<file path="src/vhp_pkg.sv">
package vhp_pkg;
    localparam int MUXED_W = 8;

    // pin synchroniser vector layout
    localparam int SYNC_W      = 16;
    localparam int PIN_ALE     = 0;
    localparam int PIN_WR_N    = 1;
    localparam int PIN_RD_N    = 2;
    localparam int PIN_CS_N    = 3;
    localparam int PIN_MASTER  = 4;
    localparam int PIN_VBLANK  = 5;
    localparam int PIN_HBLANK  = 6;
    localparam int PIN_PEER    = 7;
    localparam int PIN_BUS_LSB = 8;

    // internal element addresses
    localparam logic [7:0] ADDR_CTRL   = 8'h00_A0;
    localparam logic [7:0] ADDR_STATUS = 8'h00_A1;
    localparam logic [7:0] ADDR_VCOUNT = 8'h00_A2;
    localparam logic [7:0] ADDR_HCOUNT = 8'h00_A3;

    // control element fields
    localparam int CTRL_GRID_BRIGHT = 0;
    localparam int CTRL_IRQ_EN      = 1;
    localparam logic [7:0] CTRL_RESET = 8'h00_02;

    // status element fields
    localparam int STAT_VBL_START = 0;
    localparam int STAT_OVL_OWN   = 1;
    localparam int STAT_OVL_PEER  = 2;
    localparam logic [7:0] STATUS_RESET = 8'h00_00;

    // timing
    localparam longint CLK_HZ = 25_000_000;
    localparam longint DOT_HZ = 3_540_000;
    localparam int DOT_DIV = int'(CLK_HZ / DOT_HZ);
    localparam int H_TOTAL_DEF    = 228;
    localparam int H_ACTIVE_DEF   = 180;
    localparam int V_TOTAL_DEF    = 312;
    localparam int V_ACTIVE_DEF   = 240;
    localparam int BURST_BEG_DEF  = 190;
    localparam int BURST_END_DEF  = 200;

    typedef enum logic [2:0] {
        BUS_IDLE  = 3'b001,
        BUS_WRITE = 3'b010,
        BUS_READ  = 3'b100
    } vhp_bus_e;
endpackage

</file>
<file path="src/vhp_raster_if.sv">
`timescale 1ns/100ps
interface vhp_raster_if #(parameter int HW = 8, parameter int VW = 9);
    logic          hblank;
    logic          vblank;
    logic          burst;
    logic [HW-1:0] hcount;
    logic [VW-1:0] vcount;
    logic          resync_h;
    logic          resync_v;

    modport gen (output hblank, vblank, burst, hcount, vcount,
                 input  resync_h, resync_v);
    modport use_side (input  hblank, vblank, burst, hcount, vcount,
                      output resync_h, resync_v);
endinterface

</file>
<file path="src/vhp_raster_timing.sv">
`timescale 1ns/100ps
module vhp_raster_timing #(
    parameter int H_TOTAL   = vhp_pkg::H_TOTAL_DEF,
    parameter int H_ACTIVE  = vhp_pkg::H_ACTIVE_DEF,
    parameter int V_TOTAL   = vhp_pkg::V_TOTAL_DEF,
    parameter int V_ACTIVE  = vhp_pkg::V_ACTIVE_DEF,
    parameter int BURST_BEG = vhp_pkg::BURST_BEG_DEF,
    parameter int BURST_END = vhp_pkg::BURST_END_DEF,
    parameter int HW        = 8,
    parameter int VW        = 9
) (
    input  wire logic   clk_in,
    input  wire logic   rst_in,
    vhp_raster_if.gen   raster
);
    localparam int DW = $clog2(vhp_pkg::DOT_DIV + 1);

    if (H_ACTIVE >= H_TOTAL || V_ACTIVE >= V_TOTAL ||
        H_TOTAL > (1 << HW) || V_TOTAL > (1 << VW) ||
        BURST_BEG < H_ACTIVE || BURST_END > H_TOTAL ||
        BURST_BEG >= BURST_END) begin : g_bad
        $error("vhp_raster_timing: inconsistent raster parameters");
    end

    typedef struct packed {
        logic [DW-1:0] div;
        logic [HW-1:0] h;
        logic [VW-1:0] v;
    } vhp_rt_s;

    vhp_rt_s state_reg;
    vhp_rt_s state_next;

    always_comb begin
        state_next = state_reg;
        // dot rate is an enable, not a second clock
        if (state_reg.div == DW'(vhp_pkg::DOT_DIV - 1)) begin
            state_next.div = '0;
            if (state_reg.h == HW'(H_TOTAL - 1)) begin
                state_next.h = '0;
                if (state_reg.v == VW'(V_TOTAL - 1)) begin
                    state_next.v = '0;
                end else begin
                    state_next.v = state_reg.v + 1'b1;
                end
            end else begin
                state_next.h = state_reg.h + 1'b1;
            end
        end else begin
            state_next.div = state_reg.div + 1'b1;
        end
        // slave: line and frame start follow the master's blanking
        if (raster.resync_h) begin
            state_next.h   = HW'(H_ACTIVE);
            state_next.div = '0;
        end
        if (raster.resync_v) begin
            state_next.v = VW'(V_ACTIVE);
        end
    end

    always_ff @(posedge clk_in) begin
        if (rst_in) begin
            state_reg <= '0;
        end else begin
            state_reg <= state_next;
        end
    end

    assign raster.hcount = state_reg.h;
    assign raster.vcount = state_reg.v;
    assign raster.hblank = state_reg.h >= HW'(H_ACTIVE);
    assign raster.vblank = state_reg.v >= VW'(V_ACTIVE);
    assign raster.burst  = state_reg.h >= HW'(BURST_BEG) &&
                           state_reg.h <  HW'(BURST_END);
endmodule

</file>
<file path="src/vhp_host_port.sv">
// Overview of operation
// - while the address strobe is high the shared bus carries an address.
// - a store strobe writes bus data to the control element when it was last addressed.
// - fetch and store strobes count only while chip select is low.
// - a fetch strobe drives the addressed control, status or counter onto the bus.
// - the interrupt goes low for service and releases on a status read.
// - as master, own blanking is used inside and driven out.
// - as slave, outside blanking sets the internal timing.
// - vertical blank covers the whole vertical retrace.
// - horizontal blank covers the whole horizontal retrace.
// - brightness is minor OR major OR grid, grid only when grid-bright.
// - the burst window output marks where the colour burst goes.
// - peer brightness is checked against ours and overlaps go to status.
// - bus data is ignored outside address and store strobes.
`timescale 1ns/100ps
module vhp_host_port #(
    parameter int H_TOTAL   = vhp_pkg::H_TOTAL_DEF,
    parameter int H_ACTIVE  = vhp_pkg::H_ACTIVE_DEF,
    parameter int V_TOTAL   = vhp_pkg::V_TOTAL_DEF,
    parameter int V_ACTIVE  = vhp_pkg::V_ACTIVE_DEF,
    parameter int BURST_BEG = vhp_pkg::BURST_BEG_DEF,
    parameter int BURST_END = vhp_pkg::BURST_END_DEF
) (
    input  wire logic       clk_in,
    input  wire logic       rst_in,
    input  wire logic [7:0] muxed_bus_in,
    output logic      [7:0] muxed_bus_out,
    output logic            muxed_bus_oe_n_out,
    input  wire logic       ale_in,
    input  wire logic       wr_n_in,
    input  wire logic       rd_n_in,
    input  wire logic       cs_n_in,
    output logic            irq_n_out,
    input  wire logic       master_in,
    input  wire logic       vertical_blank_in,
    output logic            vertical_blank_out,
    output logic            vertical_blank_oe_n_out,
    input  wire logic       horizontal_blank_in,
    output logic            horizontal_blank_out,
    output logic            horizontal_blank_oe_n_out,
    output logic            colour_burst_window_out,
    output logic            brightness_out,
    input  wire logic       peer_brightness_in,
    input  wire logic       minor_pattern_in,
    input  wire logic       major_pattern_in,
    input  wire logic       grid_in
);
    localparam int HW = $clog2(H_TOTAL);
    localparam int VW = $clog2(V_TOTAL);
    localparam int SW = vhp_pkg::SYNC_W;
    localparam int BL = vhp_pkg::PIN_BUS_LSB;
    // store and fetch strobes and chip select idle high, so no false strobe after reset
    localparam logic [SW-1:0] PIN_IDLE = SW'((1 << vhp_pkg::PIN_WR_N) |
                                             (1 << vhp_pkg::PIN_RD_N) |
                                             (1 << vhp_pkg::PIN_CS_N));

    if (HW > vhp_pkg::MUXED_W + 1 || VW > vhp_pkg::MUXED_W + 1) begin : g_bad
        $error("vhp_host_port: raster counters too wide for readback");
    end

    typedef struct packed {
        logic [SW-1:0]     sync1;
        logic [SW-1:0]     sync2;
        logic [SW-1:0]     prev;
        vhp_pkg::vhp_bus_e bus;
        logic [7:0]        addr;
        logic [7:0]        ctrl;
        logic [7:0]        status;
        logic [7:0]        rdata;
        logic              bus_oe_n;
        logic              irq_n;
        logic              vb_out;
        logic              hb_out;
        logic              blank_oe_n;
        logic              lum;
        logic              burst;
        logic              vb_int_prev;
    } vhp_hp_s;

    vhp_hp_s state_reg;
    vhp_hp_s state_next;

    vhp_raster_if #(.HW(HW), .VW(VW)) raster ();

    vhp_raster_timing #(
        .H_TOTAL   (H_TOTAL),
        .H_ACTIVE  (H_ACTIVE),
        .V_TOTAL   (V_TOTAL),
        .V_ACTIVE  (V_ACTIVE),
        .BURST_BEG (BURST_BEG),
        .BURST_END (BURST_END),
        .HW        (HW),
        .VW        (VW)
    ) u_timing (
        .clk_in (clk_in),
        .rst_in (rst_in),
        .raster (raster)
    );

    logic [SW-1:0] pins;
    logic [SW-1:0] s;
    logic [SW-1:0] p;
    logic [7:0]    bus_last;
    logic          is_master;
    logic          vb_int;
    logic          own_lum;
    logic [7:0]    events;
    logic [7:0]    rd_mux;

    assign pins = {muxed_bus_in, peer_brightness_in, horizontal_blank_in,
                   vertical_blank_in, master_in, cs_n_in, rd_n_in,
                   wr_n_in, ale_in};
    assign s        = state_reg.sync2;
    assign p        = state_reg.prev;
    assign bus_last = p[BL +: 8];
    assign is_master = s[vhp_pkg::PIN_MASTER];

    // slave restarts its counters at the master's blanking edges
    assign raster.resync_h = !is_master && s[vhp_pkg::PIN_HBLANK] &&
                             !p[vhp_pkg::PIN_HBLANK];
    assign raster.resync_v = !is_master && s[vhp_pkg::PIN_VBLANK] &&
                             !p[vhp_pkg::PIN_VBLANK];
    assign vb_int = is_master ? raster.vblank
                              : s[vhp_pkg::PIN_VBLANK];

    assign own_lum = minor_pattern_in || major_pattern_in ||
                     (grid_in &&
                      state_reg.ctrl[vhp_pkg::CTRL_GRID_BRIGHT]);

    always_comb begin
        unique case (state_reg.addr)
            vhp_pkg::ADDR_CTRL:   rd_mux = state_reg.ctrl;
            vhp_pkg::ADDR_STATUS: rd_mux = state_reg.status;
            vhp_pkg::ADDR_VCOUNT: rd_mux = 8'(raster.vcount);
            vhp_pkg::ADDR_HCOUNT: rd_mux = 8'(raster.hcount);
            default:              rd_mux = '0;
        endcase
    end

    always_comb begin
        events = '0;
        events[vhp_pkg::STAT_VBL_START] = vb_int && !state_reg.vb_int_prev;
        events[vhp_pkg::STAT_OVL_OWN]   = minor_pattern_in &&
                                          major_pattern_in;
        events[vhp_pkg::STAT_OVL_PEER]  = own_lum &&
                                  s[vhp_pkg::PIN_PEER];
    end

    always_comb begin
        state_next       = state_reg;
        state_next.sync1 = pins;
        state_next.sync2 = state_reg.sync1;
        state_next.prev  = state_reg.sync2;
        state_next.vb_int_prev = vb_int;

        // address taken from the last sample with the strobe still high
        if (!s[vhp_pkg::PIN_ALE] && p[vhp_pkg::PIN_ALE]) begin
            state_next.addr = bus_last;
        end

        unique case (state_reg.bus)
            vhp_pkg::BUS_IDLE: begin
                if (!s[vhp_pkg::PIN_CS_N]) begin
                    if (!s[vhp_pkg::PIN_RD_N]) begin
                        state_next.bus      = vhp_pkg::BUS_READ;
                        state_next.rdata    = rd_mux;
                        state_next.bus_oe_n = 1'b0;
                    end else if (!s[vhp_pkg::PIN_WR_N]) begin
                        state_next.bus = vhp_pkg::BUS_WRITE;
                    end
                end
            end
            vhp_pkg::BUS_WRITE: begin
                // zero data hold: commit the sample before the rising edge
                if (s[vhp_pkg::PIN_WR_N]) begin
                    state_next.bus = vhp_pkg::BUS_IDLE;
                    if (state_reg.addr == vhp_pkg::ADDR_CTRL) begin
                        state_next.ctrl = bus_last;
                    end
                end
            end
            vhp_pkg::BUS_READ: begin
                if (s[vhp_pkg::PIN_RD_N]) begin
                    state_next.bus      = vhp_pkg::BUS_IDLE;
                    state_next.bus_oe_n = 1'b1;
                end
            end
            default: begin
                state_next.bus      = vhp_pkg::BUS_IDLE;
                state_next.bus_oe_n = 1'b1;
            end
        endcase

        // only bits shown to the host are cleared; new events win
        state_next.status = state_reg.status | events;
        if (state_reg.bus == vhp_pkg::BUS_READ && s[vhp_pkg::PIN_RD_N] &&
            state_reg.addr == vhp_pkg::ADDR_STATUS) begin
            state_next.status = (state_reg.status & ~state_reg.rdata)
                                | events;
        end
        state_next.irq_n = !(|state_next.status &&
                    state_reg.ctrl[vhp_pkg::CTRL_IRQ_EN]);

        state_next.vb_out     = raster.vblank;
        state_next.hb_out     = raster.hblank;
        state_next.blank_oe_n = !is_master;
        state_next.lum        = own_lum;
        state_next.burst      = raster.burst;
    end

    always_ff @(posedge clk_in) begin
        if (rst_in) begin
            state_reg            <= '0;
            state_reg.sync1      <= PIN_IDLE;
            state_reg.sync2      <= PIN_IDLE;
            state_reg.prev       <= PIN_IDLE;
            state_reg.bus        <= vhp_pkg::BUS_IDLE;
            state_reg.ctrl       <= vhp_pkg::CTRL_RESET;
            state_reg.status     <= vhp_pkg::STATUS_RESET;
            state_reg.bus_oe_n   <= 1'b1;
            state_reg.irq_n      <= 1'b1;
            state_reg.blank_oe_n <= 1'b1;
        end else begin
            state_reg <= state_next;
        end
    end

    assign muxed_bus_out             = state_reg.rdata;
    assign muxed_bus_oe_n_out        = state_reg.bus_oe_n;
    assign irq_n_out                 = state_reg.irq_n;
    assign vertical_blank_out        = state_reg.vb_out;
    assign vertical_blank_oe_n_out   = state_reg.blank_oe_n;
    assign horizontal_blank_out      = state_reg.hb_out;
    assign horizontal_blank_oe_n_out = state_reg.blank_oe_n;
    assign colour_burst_window_out   = state_reg.burst;
    assign brightness_out            = state_reg.lum;
endmodule

</file>
<file path="config.mk">
export PLATFORM = sky130hd
export DESIGN_NAME = vhp_host_port
export DESIGN_NICKNAME = d
export VERILOG_FILES = /design/src/vhp_pkg.sv /design/src/vhp_raster_if.sv /design/src/vhp_raster_timing.sv /design/src/vhp_host_port.sv
export SDC_FILE = /design/constraint.sdc
export NUM_CORES = 1
export LEC_CHECK = 0
export BUFFER_PORTS_ARGS = -buffer_cell sky130_fd_sc_hd__clkbuf_2
export CAP_MARGIN = 0
export CORE_UTILIZATION = 40
export DETAILED_ROUTE_END_ITERATION = 8
export GPL_TIMING_DRIVEN = 1
export PLACE_DENSITY_LB_ADDON = 0.15
export SLEW_MARGIN = 20
export SYNTH_ARGS = -nofsm -noshare
export SYNTH_HDL_FRONTEND = slang
export SYNTH_HIERARCHICAL = 1
export SYNTH_SLANG_ARGS = --single-unit
export TNS_END_PERCENT = 100
</file>
<file path="constraint.sdc">
create_clock -name clk_in -period 1.8 [get_ports clk_in]
set_clock_uncertainty 0.05 [all_clocks]
set_input_delay 0.09 -clock clk_in [delete_from_list [all_inputs] [get_ports clk_in]]
set_output_delay 0.09 -clock clk_in [all_outputs]
set_load 0.01 [all_outputs]
</file>
# Word-level counts from Yosys, hierarchy flattened

Cells that the tools add are included.

Register bits after elaboration: 111
Input port bits: 21
Output and inout bits: 16
Word-level logic and storage cells: 103

$add $sub $neg: 3
$lt $le $gt $ge: 4
Eq/ne operators: 15
Multiplexer cells: 19
Bitwise logic cells: 7
Reduce and logical (&&, ||, !) cells: 34

Operators by type and width:

| kind                  | number |
|---|---|
| $eq A8 B8 Y1 const B  | 5 |
| $mux W8               | 4 |
| $pmux W8 S4           | 1 |
| $mux W9               | 2 |
| $mux W17              | 1 |
| $ge A8 B8 Y1 const B  | 2 |
| $or A8 B3 Y8          | 2 |
| $mux W3               | 5 |
| $logic_and A1 B1 Y1   | 13 |
| $add A9 B1 Y9 const B | 1 |
| $eq A9 B9 Y1 const B  | 1 |
| $ge A9 B8 Y1 const B  | 1 |
| $pmux W3 S3           | 1 |
| $add A8 B1 Y8 const B | 1 |
| $and A8 B8 Y8         | 1 |
| $lt A8 B8 Y1 const B  | 1 |
| $ne A2 B2 Y1 const B  | 4 |
| $not A8 Y8            | 1 |
| $reduce_and A4 Y1     | 2 |
| $reduce_or A8 Y1      | 1 |
| $eq A3 B3 Y1 const B  | 2 |
| $logic_not A1 Y1      | 6 |
| $reduce_and A3 Y1     | 2 |
| $reduce_bool A2 Y1    | 3 |
| other kinds (11)      | 19 |

# Longest topological paths before layout

Gate-level depths: netlist (run 1).

Word-level depth: 8
Mapped depth: 7
Gate-level depth less buffers: 7

# By module

Netlist (run 1), hierarchy kept.

Modules (own cells, without submodules):

| module            | instances | cells an instance | area an instance (um^2) | seq. area each (um^2) |
|---|---|---|---|---|
| vhp_host_port     | 1         | 286               | 3,088.0                 | 1,721.7 |
| vhp_raster_timing | 1         | 161               | 1,282.5                 | 400.4 |

# Worst setup path before layout (run 1)

Ideal clock, no wire load.

Path type: register to register
Start point: register u_timing.state_reg (netlist bit u_timing/raster.hcount[1])
End point: register u_timing.state_reg (netlist bit u_timing/raster.vcount[4])
Setup time: 95 ps
Arrival: 1,540 ps
Data required time: 1,655 ps
Slack: 114 ps
Cell stages (with the launch flop): 6
Buffers on the path: 0
Period minus slack after synthesis: 1,686 ps
Cells stage by stage: dfxtp_1 -> ha_1 -> and4b_2 -> nand3_4 -> or4_1 -> o311ai_1

Word-level cells in the longest chain between the ends: 3

Ends and longest elaborated chain:

| element                             | line                    | RTL |
|---|---|---|
| start, declared                     | vhp_raster_timing.sv:31 | `vhp_rt_s state_reg;` |
| start signal, assigned              | vhp_raster_timing.sv:66 | `state_reg <= state_next;` |
| $eq A8 B8 Y1                        | vhp_raster_timing.sv:39 | `if (state_reg.h == HW'(H_TOTAL - 1)) begin` |
| $reduce_bool A2 Y1 (no source line) | --                      |  |
| $reduce_and A2 Y1 (no source line)  | --                      |  |

No other way between the ends.
A chain may end at the register's enable or synchronous reset.

# Final worst setup path (run 1)

Start point: register u_timing.state_reg (netlist bit u_timing/raster.hcount[0])
End point: register u_timing.state_reg (netlist bit u_timing/raster.vcount[4])

Same word-level chain as after synthesis.

==> results of run 1 <==
==> layer usage <==
layer	vias to the layer above	share of wire, %	wire (um)
li1	1634	-	-
met1	1503	49	4310
met2	48	48	4220
met3	8	3.0	262
met4	0	0.90	80
met5	-	0	0
==> report_power, final <==
| group | internal [mW] | total (mW) | switching [mW] |
|---|---|---|---|
| Sequential | 2.41 | 2.45 | 0.0357 |
| Clock | 0.656 | 1.46 | 0.803 |
| Combinational | 0.133 | 0.257 | 0.123 |
| Total | 3.20 | 4.16 | 0.962 |
==> critical path, stage by stage (launching register included) <==
cell and delay (ns):
dfxtp_1 0.35, ha_1 0.17, and4b_2 0.29, nand3_4 0.14, or4_1 0.50, o311ai_1 0.11
==> what timing repair did <==
action / CTS / global route
hold buffers: 20 / 0
resized for setup: 1 / 8
pin swaps: 0 / 3
buffers inserted: 0 / 9
setup endpoints to repair: 8 / 10
cloned: 0 / 0
endpoints found under the hold margin: 21 / 0
==> layout make-up <==
class	instances	area share, %
Clock buffer	11	2.54
Timing Repair Buffer	99	13.6
Multi-Input combinational cell	273	36.6
Inverter	25	1.81
Clock inverter	5	1.23
Tap cell	136	3.28
Sequential cell	106	41.0
==> path summary, 6_finish.rpt <==
| path | depth (start not counted) | slack, ns | endpoint | startpoint |
|---|---|---|---|---|
| setup / recovery | 5 | 0.09 | u_timing/raster.vcount[4] | u_timing/raster.hcount[0] |
| setup reg to reg | 5 | 0.09 | u_timing/raster.vcount[4] | u_timing/raster.hcount[0] |
| hold / removal | 5 | 0.16 | state_reg[18] | grid_in |
| hold reg to reg | 1 | 0.35 | s[1] | state_next[60] |
==> placed cells by master, fill, tap and decap left out, types with 14 or more instances in the layout <==
cell type	count
dfxtp_1	105
nand2_1	14
nor2b_1	45
clkbuf_2	35
nor2_1	47
buf_4	43
dlygate4sd3_1	20
a21oi_1	18
inv_1	25
mux2i_1	16
==> per-stage QoR <==
step	setup TNS (ns)	total power, mW	hold WS, ns
floorplan	0	2.65	0.144
global placement	0	2.72	0.226
detailed placement	0	2.73	0.226
CTS	0	4.22	0.145
global route	-0.0105	4.36	0.203
finish	0	4.16	0.162
==> reports/qor.csv, run 1 <==
metric,value,unit
"Net count, final",541,
WL final,8870,um
global route overflow,0,
Multi-input gate area,1900,um2
Setup CP Type,flip-flop to flip-flop,
Fin. Hold Viols,0,
Die ar.,11300,um2
Worst-Margin Slew,0.672,ns
DR vias,3193,
# IOs,37,
syn_area_per_cell,9.78,um2
grt met2 use,27.9,%
critical path data required time,2.01,ns
GR Util met3,3.74,%
met1 Resource Use GR,22.3,%
classification of the worst-slack hold path,primary input to flip-flop,
Die Ht,106,um
Diodes inserted,0,
GP Congestion,0.849,
Post-Synthesis Cell Area,4360,um2
post-route insts no fill,655,
Clock Sinks,106,
share of cells above drive strength 1,23.3,%
status,finished clean,
via/cell ratio,4.87,
max FFs per register,28,
GRT Total Usage,17.0,%
min Tclk post-route,1.71,ns
Clock Latency Late Sink,0.36,ns
pin count of the biggest net entering global routing,72,
final setup vio count,0,
Pre-antenna DRT Iters,4,
first-pass GRT wire length,15000,um
core area,10500,um2
Max Slew Vio Count,0,
synth warn,6,
Starting Density,41.7,%
global routing's busiest layer,met2,
clock slew at reported path FFs,0.10,ns
Util after Layout,49.5,%
Syn Nets,473,
Area Growth Syn to Fin,18.8,%
Post-DP HPWL,6300,um
Seq. cell area,2120,um2
startpoint types,flip-flop,
Worst EP arrival,1.91,ns
peak supply drop,0.453,mV
clock tree buffer depth,2,
setup ws final,0.0947,ns
Place WS,0.0202,ns
placed cells,610,
Pleak,2.13,nW
Port Buf Inserts,36,
Initial DRC Count,144,
cells after synthesis,446,
fin area,5180,um2
unrepaired setup endpoints after global routing,true,
fmax,0.586,GHz
drt wl/cell,13.5,um
clock root buffer,clkbuf_8,
Final period util,94.7,%
CTS tree,built,
die span in x,106,um
num rows,37,
total CTS buffers,9,
worst-path maximum fanout,11,
Routed Antenna Nets,0,
Max-Cap Viols,0,
vias in the first global route,3100,
H-tree levels,3,
placed cell areas,4690,um2
initial antenna violation count,0,
Worst slew margin,55.2,%
Filler cells,1028,
DRC viols,0,
CP endpoint kind,flip-flop,
power per cell area,803,nW/um2
Power figures use the tool's default switching activity.
==> run 2: changes to the inputs <==
--- a/config.mk
+++ b/config.mk
@@ -6,7 +6,8 @@
 export NUM_CORES = 1
 export LEC_CHECK = 0
 export BUFFER_PORTS_ARGS = -buffer_cell sky130_fd_sc_hd__clkbuf_2
-export CAP_MARGIN = 0
+export CAP_MARGIN = 15
+export CORE_MARGIN = 8
 export CORE_UTILIZATION = 40
 export DETAILED_ROUTE_END_ITERATION = 8
 export GPL_TIMING_DRIVEN = 1
==> reports/qor.csv, run 2 (same netlist as run 1, synthesis figures left out) <==
metric,value,unit
post-route insts no fill,645,
Pre-antenna DRT Iters,4,
CP endpoint kind,flip-flop,
CP startpoint,u_timing/raster.hcount[1],
initial antenna violation count,0,
critical path data required time,2.00,ns
Die Ht,120,um
DR vias,3251,
clock root buffer,clkbuf_8,
H-tree levels,3,
first-pass GRT wire length,15300,um
hold_sp,rst_in,
Pleak,2.06,nW
Die ar.,14500,um2
Final period util,98.0,%
min Tclk post-route,1.76,ns
placed cells,610,
share of cells above drive strength 1,22.0,%
global route overflow,0,
Filler cells,1058,
peak supply drop,0.353,mV
clock slew at reported path FFs,0.10,ns
clock tree buffer depth,2,
Worst EP arrival,1.96,ns
Area Growth Syn to Fin,17.0,%
worst path cell trace,ha_1 -> and4b_2 -> nand3_4 -> or4_4 -> o311ai_1,
pin count of the biggest net entering global routing,76,
Util after Layout,47.5,%
Max-Cap Viols,0,
Port Buf Inserts,36,
core area,10700,um2
drt wl/cell,14.1,um
fmax,0.567,GHz
DRC viols,0,
Worst-Margin Slew,0.541,ns
total CTS buffers,9,
Starting Density,40.6,%
unrepaired setup endpoints after global routing,false,
Max stage delay on crit path,0.52,ns
most frequent cells in the layout,"dfxtp_1, nor2_1, nor2b_1",
Clock Latency Late Sink,0.36,ns
Place WS,0.0143,ns
Initial DRC Count,262,
classification of the worst-slack hold path,primary input to flip-flop,
Clock Sinks,106,
status,finished clean,
CTS tree,built,
RR Startpoint,u_timing/raster.hcount[1],
Routed Antenna Nets,0,
WL final,9120,um
Max Slew Vio Count,0,
Fin. Hold Viols,0,
Diodes inserted,0,
power per cell area,817,nW/um2
Post-DP HPWL,6480,um
"Net count, final",528,
Sum Neg Setup Slack,0,ns
via/cell ratio,5.04,
num rows,38,
Worst slew margin,63.8,%
startpoint types,flip-flop,
Setup CP Type,flip-flop to flip-flop,
"Max stage delay cell, worst path",or4_4,
GRT Total Usage,13.1,%
# IOs,37,
"commonest non-fill, non-tap cell in the layout",dfxtp_1,
GP Congestion,0.828,
vias in the first global route,3037,
final setup vio count,0,
die span in x,120,um
setup ws final,0.0358,ns
worst-path maximum fanout,10,
max FFs per register,28,
Final Power,4.17,mW
==> run 2: cell count changes in the layout (fill, tap and decap cells not counted), sizes merged <==
| cell | previous run | this run |
|---|---|---|
| clkinv | 2 | 1 |
| dlygate4sd3 | 20 | 19 |
| buf | 44 | 32 |
| clkinvlp | 1 | 2 |
| clkbuf | 46 | 44 |
| inv | 26 | 27 |
==> run 2: final timing paths <==
path | to | slack (ns) | cells past startpoint
hold reg to reg | s[3] | 0.37 | 1
hold / removal | u_timing/raster.vcount[0] | 0.04 | 3
setup reg to reg | u_timing/raster.vcount[5] | 0.04 | 5
setup / recovery | u_timing/raster.vcount[5] | 0.04 | 5
==> run 2: stage by stage <==
step | hold slack [ns] | area (um2)
floorplan | 0.144 | 4360
global placement | 0.226 | 4680
detailed placement | 0.227 | 4680
CTS | 0.0249 | 5070
global route | 0.0338 | 5110
finish | 0.0417 | 5110
==> run 2: area by class of cell <==
cell class | instances | area, um2 | area share (%)
clock inverters | 6 | 73.8 | 1.45
repair buffers | 86 | 616 | 12.1
multi-input cells | 273 | 1900 | 37.2
clock buffers | 9 | 124 | 2.43
flip-flops and latches | 106 | 2120 | 41.6
well taps | 140 | 175 | 3.43
inverters | 25 | 93.8 | 1.84
==> run 2: timing repair <==
action | in CTS | in global routing
buffers inserted | 0 | 1
hold buffers | 19 | 0
resized for setup | 2 | 8
endpoints found under the setup margin | 5 | 9
pin swaps | 0 | 2
endpoints found under the hold margin | 18 | 0
==> run 2: per-layer routing <==
layer	GRT usage [%]	part of all wire [%]	up-vias
met2	21.2	48	62
met4	4.53	1.2	0
met5	0	0	-
li1	-	-	1620
met1	16.3	46	1561
met3	3.78	5.1	8
==> run 2: critical path: cells and delay by family, from the launching register on <==
kind / cells / cell delay, ns
AND/OR/NAND/NOR: 3 / 0.95
flip-flops: 1 / 0.35
adder cells (fa/ha/maj): 1 / 0.19
AO/OA/AOI/OAI: 1 / 0.12
==> run 2: power breakdown <==
part           internal (mW)  leakage [nW]  total, mW  switching [mW]
logic                  0.131          1.10      0.251           0.120
registers               2.41         0.865       2.45          0.0379
clock network          0.653        0.0938       1.47           0.820
==> run 3: changes to the inputs <==
--- a/config.mk
+++ b/config.mk
@@ -8,7 +8,8 @@
 export BUFFER_PORTS_ARGS = -buffer_cell sky130_fd_sc_hd__clkbuf_2
 export CAP_MARGIN = 15
 export CORE_MARGIN = 8
-export CORE_UTILIZATION = 40
+export CORE_UTILIZATION = 53
+export CTS_CLUSTER_SIZE = 12
 export DETAILED_ROUTE_END_ITERATION = 8
 export GPL_TIMING_DRIVEN = 1
 export PLACE_DENSITY_LB_ADDON = 0.15
==> reports/qor.csv, run 3 (same netlist as run 1, synthesis figures left out) <==
metric,value,unit
post-route insts no fill,616,
status,finished clean,
CP startpoint,u_timing/raster.hcount[0],
via/cell ratio,5.17,
fmax,0.577,GHz
GP Congestion,0.875,
max FFs per register,28,
final setup vio count,0,
Initial DRC Count,177,
critical path data required time,2.05,ns
drt wl/cell,14.4,um
Starting Density,53.9,%
Max Slew Vio Count,0,
clock root buffer,clkbuf_8,
Diodes inserted,0,
pin count of the biggest net entering global routing,51,
total CTS buffers,9,
hold path cells,2,
clock slew at reported path FFs,0.11,ns
peak supply drop,0.466,mV
startpoint types,flip-flop,
most frequent cells in the layout,"dfxtp_1, nor2_1, nor2b_1",
Setup CP Type,flip-flop to flip-flop,
classification of the worst-slack hold path,primary input to flip-flop,
fin area,5080,um2
DR vias,3182,
global route overflow,0,
"commonest non-fill, non-tap cell in the layout",dfxtp_1,
Worst slew margin,64.9,%
# IOs,37,
Routed Antenna Nets,0,
num rows,33,
CP endpoint kind,flip-flop,
DRC viols,0,
R2R cell count,6,
hold_sp,rst_in,
RR Startpoint,u_timing/raster.hcount[0],
placed cell areas,4640,um2
WL final,8870,um
r2r setup slk,0.07,ns
Pleak,2.08,nW
CTS tree,built,
Die Ht,107,um
core area,8090,um2
Worst-Margin Slew,0.526,ns
Final Power,4.14,mW
Final period util,96.3,%
placed cells,578,
Sum Neg Setup Slack,0,ns
Post-DP HPWL,6220,um
Die ar.,11400,um2
clock tree buffer depth,2,
Port Buf Inserts,36,
"Net count, final",533,
share of cells above drive strength 1,22.5,%
WHS,0.0363,ns
Clock Sinks,106,
min Tclk post-route,1.73,ns
Fin. Hold Viols,0,
first-pass GRT wire length,14600,um
GRT Total Usage,15.9,%
Pre-antenna DRT Iters,4,
Max-Cap Viols,0,
Area Growth Syn to Fin,16.5,%
Clock Latency Late Sink,0.37,ns
initial antenna violation count,0,
Worst EP arrival,1.98,ns
power per cell area,815,nW/um2
H-tree levels,3,
vias in the first global route,2955,
die span in x,107,um
worst-path maximum fanout,10,
## run 3: changes by cell type in the layout (fill, tap and decap cells not counted), sizes merged
cell	change
clkinv	+2
clkinvlp	-1
inv	+1
buf	+5
bufinv	-1
## run 3: routing by layer
metal  routed length, um  track usage, %  up-vias
met5                   0               0        -
met2                4200            24.4       83
met1                4090            20.9     1466
li1                    -               -     1623
met3                 444            4.56       10
met4                 127            5.63        0
## run 3: where the power goes
group	internal (mW)	switching, mW	leakage [nW]	total, mW
clock network	0.553	0.884	0.0994	1.44
logic	0.130	0.123	1.12	0.254
registers	2.41	0.0362	0.865	2.45
total	3.10	1.04	2.08	4.14
## run 3: final cells by class
| type | count | area, um2 |
|---|---|---|
| flip-flops and latches | 106 | 2120 |
| multi-input cells | 273 | 1890 |
| well taps | 105 | 131 |
| inverters | 25 | 93.8 |
| clock inverters | 7 | 80.1 |
| fillers | 693 | 3010 |
| clock buffers | 9 | 124 |
| repair buffers | 91 | 641 |
## run 3: final timing paths
kind	to
min	state_reg[16]
min reg2reg	s[2]
max	u_timing/raster.vcount[6]
max reg2reg	u_timing/raster.vcount[6]
## run 3: critical path: stages, from the launching register on
cell     delay [ns]
dfxtp_1        0.35
ha_1           0.18
and4b_2        0.27
nand3_4        0.14
buf_4          0.19
or3_1          0.33
a31oi_1        0.15
## run 3: timing repair
| item | in CTS | in global routing |
|---|---|---|
| gates resized for setup | 1 | 8 |
| gates cloned | 0 | 0 |
| endpoints found under the hold margin | 18 | 0 |
| hold buffers | 19 | 0 |
| endpoints found under the setup margin | 7 | 5 |
| pin swaps | 0 | 2 |
| setup buffers | 0 | 3 |
## run 3: per-stage QoR
step | utilization [%] | worst slack, ns
6_report | 62.8 | 0.0668
5_1_grt | 62.8 | -0.0138
4_1_cts | 62.3 | 0.0179
3_5_place_dp | 57.4 | -0.00495
3_3_place_gp | 57.4 | 0.0879
2_1_floorplan | - | 0.114
